## src/core/bpr_pkg.sv

```systemverilog
/*
  Package of the boost phase routing configuration block: register
  offsets, field positions and widths, and reset values.
  Assumes the register access port delivers 8-bit data and 8-bit offsets.
*/
package bpr_pkg;

  // Register offsets on the register access port
  localparam logic [7:0] GATE_DRIVER_ENABLE_ADDR = 8'h01;
  localparam logic [7:0] DRIVER_OUTPUT_ASSIGN_ADDR = 8'h02;
  localparam logic [7:0] LOGIC1_PHASE_AND_SPREAD_ADDR = 8'h0B;
  localparam logic [7:0] LOGIC2_PHASE_AND_SPREAD_ADDR = 8'h0C;
  localparam logic [7:0] DRIVER_LOGIC_ASSIGN_ADDR = 8'h0F;
  localparam logic [7:0] DRIVER_PHASE_ROUTE_ADDR = 8'h10;

  // Sizes of the phase structure
  localparam int PHASE_COUNT = 4;
  localparam int DRIVER_COUNT = 2;
  localparam int LOGIC_COUNT = 2;
  localparam int ROUTE_WIDTH = 2;

  // Field positions in the phase-and-spread registers
  localparam int PHASE_ON_LSB = 0;
  localparam int SPREAD_SCENARIO_LSB = 4;
  localparam int SPREAD_WIDTH_LSB = 6;
  localparam int SPREAD_FIELD_WIDTH = 2;

  // Field positions in the phase route register
  localparam int DRIVER1_ROUTE_LSB = 0;
  localparam int DRIVER2_ROUTE_LSB = 2;

  // Driver bit that is reserved in the single-phase variant
  localparam int DRIVER2_BIT = 1;

  // Reset values
  localparam logic [1:0] DRIVER_BITS_RESET = 2'h0;
  localparam logic [7:0] PHASE_AND_SPREAD_RESET = 8'h00;
  localparam logic [3:0] PHASE_ROUTE_RESET = 4'h0;
  localparam logic [7:0] READ_DATA_RESET = 8'h00;
  localparam logic [7:0] UNMAPPED_READ_VALUE = 8'h00;

endpackage
```

## src/core/bpr_config_core.sv

```systemverilog
/*
  Phase routing configuration of the boost controller: the six routing
  registers, their lock, the two virtual logics and the two gate routes.
  Assumes the register access port, the lock bit and the phase demands
  all come from logic on clk; reset_n is asynchronous, active low.
*/
// Contract
// - Two virtual logics, phase enables set count
// - Logic 1 phase enables at 0Bh bits 3:0
// - Logic 2 phase enables at 0Ch bits 3:0
// - Spread width 7:6, scenario 5:4 stored
// - 02h bits pick output 1 or 2
// - 0Fh bits pick internal logic 1 or 2
// - 10h two-bit codes select phases 1-4
// - Each logic gives four routable phases
// - 01h bits enable gate driver phases
// - Single-phase variant ignores driver 2 enable
// - Config done locks configuration writes
`timescale 1ns/100ps

module bpr_config_core
  import bpr_pkg::*;
#(
  parameter bit SINGLE_PHASE = 1'b0
)
(
  input wire logic clk,
  input wire logic reset_n,
  input wire logic [7:0] regAddr,
  input wire logic regWriteStrobe,
  input wire logic [7:0] regWriteData,
  input wire logic regReadStrobe,
  output logic [7:0] regReadData,
  input wire logic configComplete,
  input wire logic [PHASE_COUNT-1:0] logic1Demand,
  input wire logic [PHASE_COUNT-1:0] logic2Demand,
  output logic [DRIVER_COUNT-1:0] gateDrive,
  output logic [DRIVER_COUNT-1:0] driverOutputChoice,
  output logic [SPREAD_FIELD_WIDTH-1:0] logic1SpreadWidth,
  output logic [SPREAD_FIELD_WIDTH-1:0] logic1SpreadScenario,
  output logic [SPREAD_FIELD_WIDTH-1:0] logic2SpreadWidth,
  output logic [SPREAD_FIELD_WIDTH-1:0] logic2SpreadScenario
);

  // Stored register contents, defined bits only
  logic [DRIVER_COUNT-1:0] driverActive_reg;
  logic [DRIVER_COUNT-1:0] driverOutput_reg;
  logic [7:0] logic1Cfg_reg;
  logic [7:0] logic2Cfg_reg;
  logic [DRIVER_COUNT-1:0] driverLogic_reg;
  logic [2*ROUTE_WIDTH-1:0] phaseRoute_reg;
  logic [7:0] readData_reg;

  logic [DRIVER_COUNT-1:0] driverActive_next;
  logic [7:0] readData_next;
  logic writeOk;
  logic wrActive;
  logic wrOutput;
  logic wrLogic1;
  logic wrLogic2;
  logic wrDriverLogic;
  logic wrRoute;
  logic [DRIVER_COUNT-1:0] activeMask;

  logic [PHASE_COUNT-1:0] logicDemand [LOGIC_COUNT];
  logic [PHASE_COUNT-1:0] logicOn [LOGIC_COUNT];
  logic [PHASE_COUNT-1:0] logicPhases [LOGIC_COUNT];
  logic [ROUTE_WIDTH-1:0] driverRoute [DRIVER_COUNT];

  // Write decode; the lock blocks every configuration write
  assign writeOk = regWriteStrobe & ~configComplete;
  assign wrActive = writeOk & (regAddr == GATE_DRIVER_ENABLE_ADDR);
  assign wrOutput = writeOk & (regAddr == DRIVER_OUTPUT_ASSIGN_ADDR);
  assign wrLogic1 = writeOk & (regAddr == LOGIC1_PHASE_AND_SPREAD_ADDR);
  assign wrLogic2 = writeOk & (regAddr == LOGIC2_PHASE_AND_SPREAD_ADDR);
  assign wrDriverLogic = writeOk & (regAddr == DRIVER_LOGIC_ASSIGN_ADDR);
  assign wrRoute = writeOk & (regAddr == DRIVER_PHASE_ROUTE_ADDR);

  // Driver 2 enable is held off in the single-phase variant
  assign activeMask = SINGLE_PHASE ? ~(2'(1) << DRIVER2_BIT) : '1;
  assign driverActive_next = regWriteData[DRIVER_COUNT-1:0] & activeMask;

  // Read multiplexer; reserved bits and unmapped offsets read zero
  always_comb
  begin
    readData_next = UNMAPPED_READ_VALUE;
    unique case (regAddr)
      GATE_DRIVER_ENABLE_ADDR: readData_next = {6'h00, driverActive_reg};
      DRIVER_OUTPUT_ASSIGN_ADDR: readData_next = {6'h00, driverOutput_reg};
      LOGIC1_PHASE_AND_SPREAD_ADDR: readData_next = logic1Cfg_reg;
      LOGIC2_PHASE_AND_SPREAD_ADDR: readData_next = logic2Cfg_reg;
      DRIVER_LOGIC_ASSIGN_ADDR: readData_next = {6'h00, driverLogic_reg};
      DRIVER_PHASE_ROUTE_ADDR: readData_next = {4'h0, phaseRoute_reg};
      default: readData_next = UNMAPPED_READ_VALUE;
    endcase
  end

  // Driver enable and driver-to-output registers; upper bits dropped
  always_ff @(posedge clk or negedge reset_n)
  begin
    if (!reset_n)
    begin
      driverActive_reg <= DRIVER_BITS_RESET;
      driverOutput_reg <= DRIVER_BITS_RESET;
    end
    else
    begin
      if (wrActive)
        driverActive_reg <= driverActive_next;
      if (wrOutput)
        driverOutput_reg <= regWriteData[DRIVER_COUNT-1:0];
    end
  end

  // Phase-and-spread registers of both logics
  always_ff @(posedge clk or negedge reset_n)
  begin
    if (!reset_n)
    begin
      logic1Cfg_reg <= PHASE_AND_SPREAD_RESET;
      logic2Cfg_reg <= PHASE_AND_SPREAD_RESET;
    end
    else
    begin
      if (wrLogic1)
        logic1Cfg_reg <= regWriteData;
      if (wrLogic2)
        logic2Cfg_reg <= regWriteData;
    end
  end

  // Driver-to-logic and phase route registers
  always_ff @(posedge clk or negedge reset_n)
  begin
    if (!reset_n)
    begin
      driverLogic_reg <= DRIVER_BITS_RESET;
      phaseRoute_reg <= PHASE_ROUTE_RESET;
    end
    else
    begin
      if (wrDriverLogic)
        driverLogic_reg <= regWriteData[DRIVER_COUNT-1:0];
      if (wrRoute)
        phaseRoute_reg <= regWriteData[2*ROUTE_WIDTH-1:0];
    end
  end

  // Read data captured on the read strobe and held
  always_ff @(posedge clk or negedge reset_n)
  begin
    if (!reset_n)
      readData_reg <= READ_DATA_RESET;
    else if (regReadStrobe)
      readData_reg <= readData_next;
  end

  assign regReadData = readData_reg;

  // Spread spectrum fields and output association to the loops
  assign logic1SpreadWidth = logic1Cfg_reg[SPREAD_WIDTH_LSB +: SPREAD_FIELD_WIDTH];
  assign logic1SpreadScenario = logic1Cfg_reg[SPREAD_SCENARIO_LSB +: SPREAD_FIELD_WIDTH];
  assign logic2SpreadWidth = logic2Cfg_reg[SPREAD_WIDTH_LSB +: SPREAD_FIELD_WIDTH];
  assign logic2SpreadScenario = logic2Cfg_reg[SPREAD_SCENARIO_LSB +: SPREAD_FIELD_WIDTH];
  assign driverOutputChoice = driverOutput_reg;

  // Per-logic demands and phase enables
  assign logicDemand[0] = logic1Demand;
  assign logicDemand[1] = logic2Demand;
  assign logicOn[0] = logic1Cfg_reg[PHASE_ON_LSB +: PHASE_COUNT];
  assign logicOn[1] = logic2Cfg_reg[PHASE_ON_LSB +: PHASE_COUNT];
  assign driverRoute[0] = phaseRoute_reg[DRIVER1_ROUTE_LSB +: ROUTE_WIDTH];
  assign driverRoute[1] = phaseRoute_reg[DRIVER2_ROUTE_LSB +: ROUTE_WIDTH];

  // One phase gate per virtual logic
  for (genvar l = 0; l < LOGIC_COUNT; l++)
  begin : gLogic
    bpr_phase_gate #(
      .PHASES(PHASE_COUNT)
    ) uGate (
      .phaseDemand(logicDemand[l]),
      .phaseOn(logicOn[l]),
      .phaseActive(logicPhases[l])
    );
  end

  // One router per gate driver
  for (genvar d = 0; d < DRIVER_COUNT; d++)
  begin : gDriver
    bpr_driver_route uRoute (
      .clk(clk),
      .reset_n(reset_n),
      .logic1Phases(logicPhases[0]),
      .logic2Phases(logicPhases[1]),
      .logicChoice(driverLogic_reg[d]),
      .phaseRoute(driverRoute[d]),
      .driverActive(driverActive_reg[d]),
      .gateOn(gateDrive[d])
    );
  end

  property p_lock_holds;
    @(posedge clk) disable iff (!reset_n)
    (regWriteStrobe && configComplete) |=>
      $stable(logic1Cfg_reg) && $stable(logic2Cfg_reg) && $stable(phaseRoute_reg)
      && $stable(driverActive_reg) && $stable(driverOutput_reg) && $stable(driverLogic_reg);
  endproperty
  a_lock_holds: assert property (p_lock_holds) else $error("locked register changed");

  property p_logic1_on;
    @(posedge clk) disable iff (!reset_n)
    (writeOk && regAddr == LOGIC1_PHASE_AND_SPREAD_ADDR) |=>
      logic1Cfg_reg[PHASE_ON_LSB +: PHASE_COUNT] == $past(regWriteData[3:0]);
  endproperty
  a_logic1_on: assert property (p_logic1_on) else $error("logic 1 enables not stored");

  property p_logic2_on;
    @(posedge clk) disable iff (!reset_n)
    (writeOk && regAddr == LOGIC2_PHASE_AND_SPREAD_ADDR) |=>
      logic2Cfg_reg[PHASE_ON_LSB +: PHASE_COUNT] == $past(regWriteData[3:0]);
  endproperty
  a_logic2_on: assert property (p_logic2_on) else $error("logic 2 enables not stored");

  property p_spread_fields;
    @(posedge clk) disable iff (!reset_n)
    (writeOk && regAddr == LOGIC2_PHASE_AND_SPREAD_ADDR) |=>
      logic2SpreadWidth == $past(regWriteData[7:6])
      && logic2SpreadScenario == $past(regWriteData[5:4]);
  endproperty
  a_spread_fields: assert property (p_spread_fields) else $error("spread fields wrong");

  property p_output_choice;
    @(posedge clk) disable iff (!reset_n)
    (writeOk && regAddr == DRIVER_OUTPUT_ASSIGN_ADDR) |=>
      driverOutputChoice == $past(regWriteData[1:0]);
  endproperty
  a_output_choice: assert property (p_output_choice) else $error("output choice wrong");

  property p_logic_choice;
    @(posedge clk) disable iff (!reset_n)
    (writeOk && regAddr == DRIVER_LOGIC_ASSIGN_ADDR) |=>
      driverLogic_reg == $past(regWriteData[1:0]);
  endproperty
  a_logic_choice: assert property (p_logic_choice) else $error("logic choice not stored");

  // A read returns the logic choice as it stood at the strobe
  property p_logic_readback;
    @(posedge clk) disable iff (!reset_n)
    (regReadStrobe && regAddr == DRIVER_LOGIC_ASSIGN_ADDR) |=>
      regReadData == {6'h00, $past(driverLogic_reg)};
  endproperty
  a_logic_readback: assert property (p_logic_readback) else $error("logic choice readback");

  property p_route_select;
    @(posedge clk) disable iff (!reset_n)
    (!writeOk && driverActive_reg[0] && !driverLogic_reg[0]
      && logic1Cfg_reg[phaseRoute_reg[1:0]] && logic1Demand[phaseRoute_reg[1:0]]) |=> gateDrive[0];
  endproperty
  a_route_select: assert property (p_route_select) else $error("phase code not routed");

  property p_driver_enable;
    @(posedge clk) disable iff (!reset_n)
    !driverActive_reg[1] |=> !gateDrive[1];
  endproperty
  a_driver_enable: assert property (p_driver_enable) else $error("disabled driver switched");

  property p_single_phase;
    @(posedge clk) disable iff (!reset_n)
    SINGLE_PHASE |-> !driverActive_reg[DRIVER2_BIT] && !gateDrive[DRIVER2_BIT];
  endproperty
  a_single_phase: assert property (p_single_phase) else $error("driver 2 on in single variant");

  property p_phase_off;
    @(posedge clk) disable iff (!reset_n)
    (logic2Cfg_reg[PHASE_ON_LSB +: PHASE_COUNT] == 4'h0) && (driverLogic_reg == 2'h3)
      |=> gateDrive == 2'h0;
  endproperty
  a_phase_off: assert property (p_phase_off) else $error("disabled phase reached driver");

  // Logic 1 spread fields follow the write as well
  property p_logic1_spread;
    @(posedge clk) disable iff (!reset_n)
    (writeOk && regAddr == LOGIC1_PHASE_AND_SPREAD_ADDR) |=>
      logic1SpreadWidth == $past(regWriteData[7:6])
      && logic1SpreadScenario == $past(regWriteData[5:4]);
  endproperty
  a_logic1_spread: assert property (p_logic1_spread) else $error("logic 1 spread wrong");

  // Driver enables are stored; driver 2 only in the two-phase variant
  property p_driver_write;
    @(posedge clk) disable iff (!reset_n)
    (writeOk && regAddr == GATE_DRIVER_ENABLE_ADDR) |=>
      driverActive_reg[0] == $past(regWriteData[0])
      && (SINGLE_PHASE || driverActive_reg[1] == $past(regWriteData[1]));
  endproperty
  a_driver_write: assert property (p_driver_write) else $error("driver enable not stored");

  // Driver 2 follows its own route code inside logic 2
  property p_route_driver2;
    @(posedge clk) disable iff (!reset_n)
    (driverActive_reg[1] && driverLogic_reg[1] && logic2Cfg_reg[phaseRoute_reg[3:2]]
      && logic2Demand[phaseRoute_reg[3:2]]) |=> gateDrive[1];
  endproperty
  a_route_driver2: assert property (p_route_driver2) else $error("driver 2 not routed");

  // A disabled driver 1 never switches
  property p_driver1_off;
    @(posedge clk) disable iff (!reset_n)
    !driverActive_reg[0] |=> !gateDrive[0];
  endproperty
  a_driver1_off: assert property (p_driver1_off) else $error("disabled driver 1 switched");

endmodule

```

## src/core/bpr_driver_route.sv

```systemverilog
/*
  Router of one gate driver: picks a logic, then one of its phases, and
  registers the gate on at the next clk edge only while the driver is enabled.
  Assumes all inputs are on clk and reset_n is asynchronous, active low.
*/
`timescale 1ns/100ps

module bpr_driver_route
  import bpr_pkg::*;
(
  input wire logic clk,
  input wire logic reset_n,
  input wire logic [PHASE_COUNT-1:0] logic1Phases,
  input wire logic [PHASE_COUNT-1:0] logic2Phases,
  input wire logic logicChoice,
  input wire logic [ROUTE_WIDTH-1:0] phaseRoute,
  input wire logic driverActive,
  output logic gateOn
);

  logic [PHASE_COUNT-1:0] chosenLogic;
  logic routedPhase;
  logic gateOn_reg;
  logic gateOn_next;

  // Logic select, then phase select
  assign chosenLogic = logicChoice ? logic2Phases : logic1Phases;
  assign routedPhase = chosenLogic[phaseRoute];
  assign gateOn_next = driverActive & routedPhase;
  assign gateOn = gateOn_reg;

  // Registered gate command
  always_ff @(posedge clk or negedge reset_n)
  begin
    if (!reset_n)
      gateOn_reg <= 1'b0;
    else
      gateOn_reg <= gateOn_next;
  end

  property p_gate_cause;
    @(posedge clk) disable iff (!reset_n)
    gateOn |-> $past(driverActive) && $past(routedPhase);
  endproperty
  a_gate_cause: assert property (p_gate_cause) else $error("gate on without cause");

  property p_route_pick;
    @(posedge clk) disable iff (!reset_n)
    (driverActive && logicChoice && logic2Phases[phaseRoute]) |=> gateOn;
  endproperty
  a_route_pick: assert property (p_route_pick) else $error("logic 2 phase not routed");

endmodule

```

## src/core/bpr_phase_gate.sv

```systemverilog
/*
  Phase gate of one internal virtual logic: passes each of its phase
  demands only while that phase is enabled.
  Assumes the demands come from regulation logic on the same clock.
*/
`timescale 1ns/100ps

module bpr_phase_gate
  import bpr_pkg::*;
#(
  parameter int PHASES = PHASE_COUNT
)
(
  input wire logic [PHASES-1:0] phaseDemand,
  input wire logic [PHASES-1:0] phaseOn,
  output logic [PHASES-1:0] phaseActive
);

  // A disabled phase never reaches the drivers
  assign phaseActive = phaseDemand & phaseOn;

endmodule

```

## config.mk

```make
export PLATFORM = sky130hd
export DESIGN_NAME = bpr_config_core
export DESIGN_NICKNAME = d
export VERILOG_FILES = /design/src/core/bpr_pkg.sv /design/src/core/bpr_config_core.sv /design/src/core/bpr_driver_route.sv /design/src/core/bpr_phase_gate.sv
export SDC_FILE = /design/constraint.sdc
export NUM_CORES = 1
export LEC_CHECK = 0
export BUFFER_PORTS_ARGS = -buffer_cell sky130_fd_sc_hd__buf_2
export CAP_MARGIN = 20
export CORE_MARGIN = 10
export CORE_UTILIZATION = 47
export CTS_CLUSTER_DIAMETER = 40
export DETAILED_ROUTE_END_ITERATION = 10
export MAX_ROUTING_LAYER = met4
export PLACE_DENSITY = 0.75
export SLEW_MARGIN = 10
export SYNTH_ARGS = -nofsm -noshare
export SYNTH_HDL_FRONTEND = slang
export SYNTH_SLANG_ARGS = --single-unit
```

## constraint.sdc

```tcl
create_clock -name clk -period 1.1 [get_ports clk]
set_clock_uncertainty 0.05 [all_clocks]
set_input_delay 0.11 -clock clk [delete_from_list [all_inputs] [get_ports clk]]
set_output_delay 0.11 -clock clk [all_outputs]
set_load 0.02 [all_outputs]
```

==> flow_metrics.env <==
export IMPL_initial_core_util=0.487
export IMPL_insertion_delay_ns=0.30
export IMPL_dp_cells=262
export IMPL_die_h_um=81.9
export IMPL_powerDensity_nw_per_um2=1060
export IMPL_row_count=22
export IMPL_nFillCells=260
export IMPL_die_w_um=81.9
export IMPL_max_freq_mhz=808
export IMPL_port_buffers=48
export IMPL_fin_cells=279
export IMPL_cts_path_max_buffers=2
export IMPL_num_vias=1636
export IMPL_drive_gt1_frac=0.602
export IMPL_antenna_found_initial=0
export IMPL_synth_cells=150
export IMPL_top_level_ports=49
export IMPL_cellLeakagePower_nw=1.28
export IMPL_cp_data_arrival_time_ns=1.37
export IMPL_cts_tree="done"
export IMPL_cap_violations=0
export IMPL_cts_sinks=36
export IMPL_yosys_warnings=0
export IMPL_final_nets=259
export IMPL_power_w=0.00276
export IMPL_drt_initial_drc_count=153
export IMPL_core_um2=3690
export IMPL_most_common_layout_cells="45 x buf_2, 35 x dfrtp_1, 25 x buf_4, 17 x mux2_2, 9 x mux2_4"
export IMPL_syn_area_um2=1800
export IMPL_synth_seq_area_share=0.501
export IMPL_grt_pass1_vias=1760
export IMPL_fin_ws_ns=-0.137
export IMPL_grt_max_degree=37
export IMPL_layout_commonest_cell="buf_2"
export IMPL_htreeDepth=2
export IMPL_busiest_layer="met2"
export IMPL_synth_seq_cells=36
export IMPL_hold_slack_ns=0.0106
export IMPL_start_kind="input port"
export IMPL_vdd_ir_drop_max_mv=0.985
export IMPL_numCtsBuffers=5
export IMPL_ant_nets=0
export IMPL_cp_max_fo=8
export IMPL_place_gp_congestion=0.880
export IMPL_setup_viol=29
export IMPL_dieArea_um2=6700
export IMPL_grt_overflow_total=0
export IMPL_fin_crit_ns=1.24
export IMPL_required_ns=1.23
export IMPL_synth_distinct_cells=35
export IMPL_status="complete, but fails checks"
export IMPL_final_hold_viol_count=0
export IMPL_maxSlewHeadroom=0.779
export IMPL_vias_per_cell=5.86
export IMPL_rsz0062_at_grt="yes"
export IMPL_use_met1=0.192
export IMPL_clk_pin_slew_ns=0.08
export IMPL_use_met3=0.0404
export IMPL_avgSynthCellArea_um2=12.0
export IMPL_clock_root_buffer="clkbuf_8"
export IMPL_hpwl_um=3960
export IMPL_fin_util=0.708
export IMPL_slew_viol_final=0
export IMPL_worstSetupPathType="in -> reg"
export IMPL_fin_crit_sh=1.12
export IMPL_min_path_type="in -> reg"
export IMPL_drtPass1Iterations=6
export IMPL_synth_nets=179
export IMPL_grt_util_all_layers=0.171
export IMPL_tns_ns=-2.53
export IMPL_endpoint_kind="flop"
export IMPL_worstMarginPinSlew_ns=0.330
export IMPL_violations="negative setup slack"
export IMPL_n_antenna_cell=0
export IMPL_grt_pass1_wl_um=8560
export IMPL_grt_use_met2=0.293
export IMPL_wl_per_cell_um=19.9
export IMPL_wl_um=5560
export IMPL_area_delta_synth_final_pct=45.2
export IMPL_drc=0
## metrics by stage
stage          instance area (um2)  setup WS [ns]
2_1_floorplan                 1880         -0.268
3_3_place_gp                  2320         -0.462
3_5_place_dp                  2320         -0.504
4_1_cts                       2540         -0.118
5_1_grt                       2610         -0.166
6_report                      2610         -0.137
## per-layer routing
layer,wire length [um],part of all wire
met5,0,0
met4,100,0.018
met1,2210,0.40
met2,2900,0.52
met3,351,0.063
## area by class of cell
| class | count | area, um2 | area share |
|---|---|---|---|
| clock buffers | 6 | 82.6 | 0.0316 |
| multi-input cells | 102 | 973 | 0.373 |
| repair buffers | 82 | 568 | 0.218 |
| clock inverters | 2 | 13.8 | 0.00527 |
| inverters | 3 | 11.3 | 0.00431 |
| flip-flops and latches | 36 | 902 | 0.345 |
| well taps | 48 | 60.1 | 0.0230 |
## path summary, 6_finish.rpt
check / cells past startpoint / end / slack [ns] / start
setup / recovery: 6 / logic2Cfg_reg[6]$_DFFE_PN0P_ / -0.14 / regAddr[5]
hold / removal: 2 / logic1Cfg_reg[7]$_DFFE_PN0P_ / 0.01 / regWriteData[7]
setup reg to reg: 3 / gDriver[0].uRoute.gateOn$_DFF_PN0_ / -0.13 / logic1Cfg_reg[1]$_DFFE_PN0P_
hold reg to reg: 2 / regReadData[2]$_DFFE_PN0P_ / 0.47 / regReadData[2]$_DFFE_PN0P_
max in group asynchronous: 3 / driverLogic_reg[0]$_DFFE_PN0P_ / 0.56 / reset_n
min in group asynchronous: 3 / driverOutputChoice[1]$_DFFE_PN0P_ / 0.25 / reset_n
## cell families after synthesis
| family | after synthesis | synth area share |
|---|---|---|
| compound gates | 28 | 0.118 |
| flops | 36 | 0.501 |
| buf+inv | 12 | 0.0306 |
| simple gates | 46 | 0.163 |
| mux | 28 | 0.188 |
## cells in the mapped netlist
| cell type | n | area share |
|---|---|---|
| inv_1 | 3 | 0.0063 |
| o21ai_0 | 7 | 0.019 |
| a221o_1 | 4 | 0.022 |
| a22o_1 | 3 | 0.015 |
| mux2_2 | 26 | 0.16 |
| nor3_4 | 1 | 0.0090 |
| o211ai_1 | 3 | 0.013 |
| nand3_1 | 5 | 0.014 |
| nand3_2 | 1 | 0.0056 |
| and3b_1 | 1 | 0.0049 |
| a31oi_1 | 2 | 0.0070 |
| o311ai_0 | 1 | 0.0049 |
| a32oi_1 | 2 | 0.0097 |
| buf_4 | 2 | 0.0083 |
| nand3_4 | 1 | 0.0097 |
| or3_1 | 1 | 0.0035 |
| o2bb2ai_1 | 1 | 0.0049 |
| nor2b_1 | 7 | 0.024 |
| and3_1 | 3 | 0.010 |
| dfrtp_1 | 36 | 0.50 |
| mux4_2 | 2 | 0.025 |
| and4b_1 | 1 | 0.0056 |
| clkbuf_1 | 5 | 0.010 |
| nand4_1 | 4 | 0.014 |
| nand2b_1 | 2 | 0.0070 |
| a21boi_0 | 1 | 0.0042 |
| o2111ai_1 | 2 | 0.0097 |
| a41o_1 | 1 | 0.0056 |
| buf_2 | 2 | 0.0056 |
| nor4_2 | 1 | 0.0070 |
| nand3b_1 | 4 | 0.017 |
| nand2_1 | 9 | 0.019 |
| nor3b_1 | 1 | 0.0042 |
| nor2_1 | 4 | 0.0083 |
| a21oi_1 | 1 | 0.0028 |
## timing repair
| item | 4_1_cts | 5_1_grt |
|---|---|---|
| hold buffers | 1 | 0 |
| setup buffers | 6 | 2 |
| gates resized for setup | 20 | 14 |
| setup endpoints to repair | 31 | 34 |
| pin swaps | 5 | 11 |
| hold endpoints to repair | 36 | 0 |
## critical path: stages
cell,delay [ns]
buf_8,0.10
or3_4,0.38
nor3_4,0.18
buf_6,0.13
nand3_4,0.13
mux2_2,0.33
## report_power, final
| group | total, W | switching (W) | leakage [nW] | internal (W) |
|---|---|---|---|---|
| sequential | 0.00138 | 0.0000275 | 0.496 | 0.00135 |
| combinational | 0.000348 | 0.000180 | 0.727 | 0.000168 |
| clock | 0.00103 | 0.000515 | 0.0516 | 0.000512 |
(Power assumes the default switching activity.)
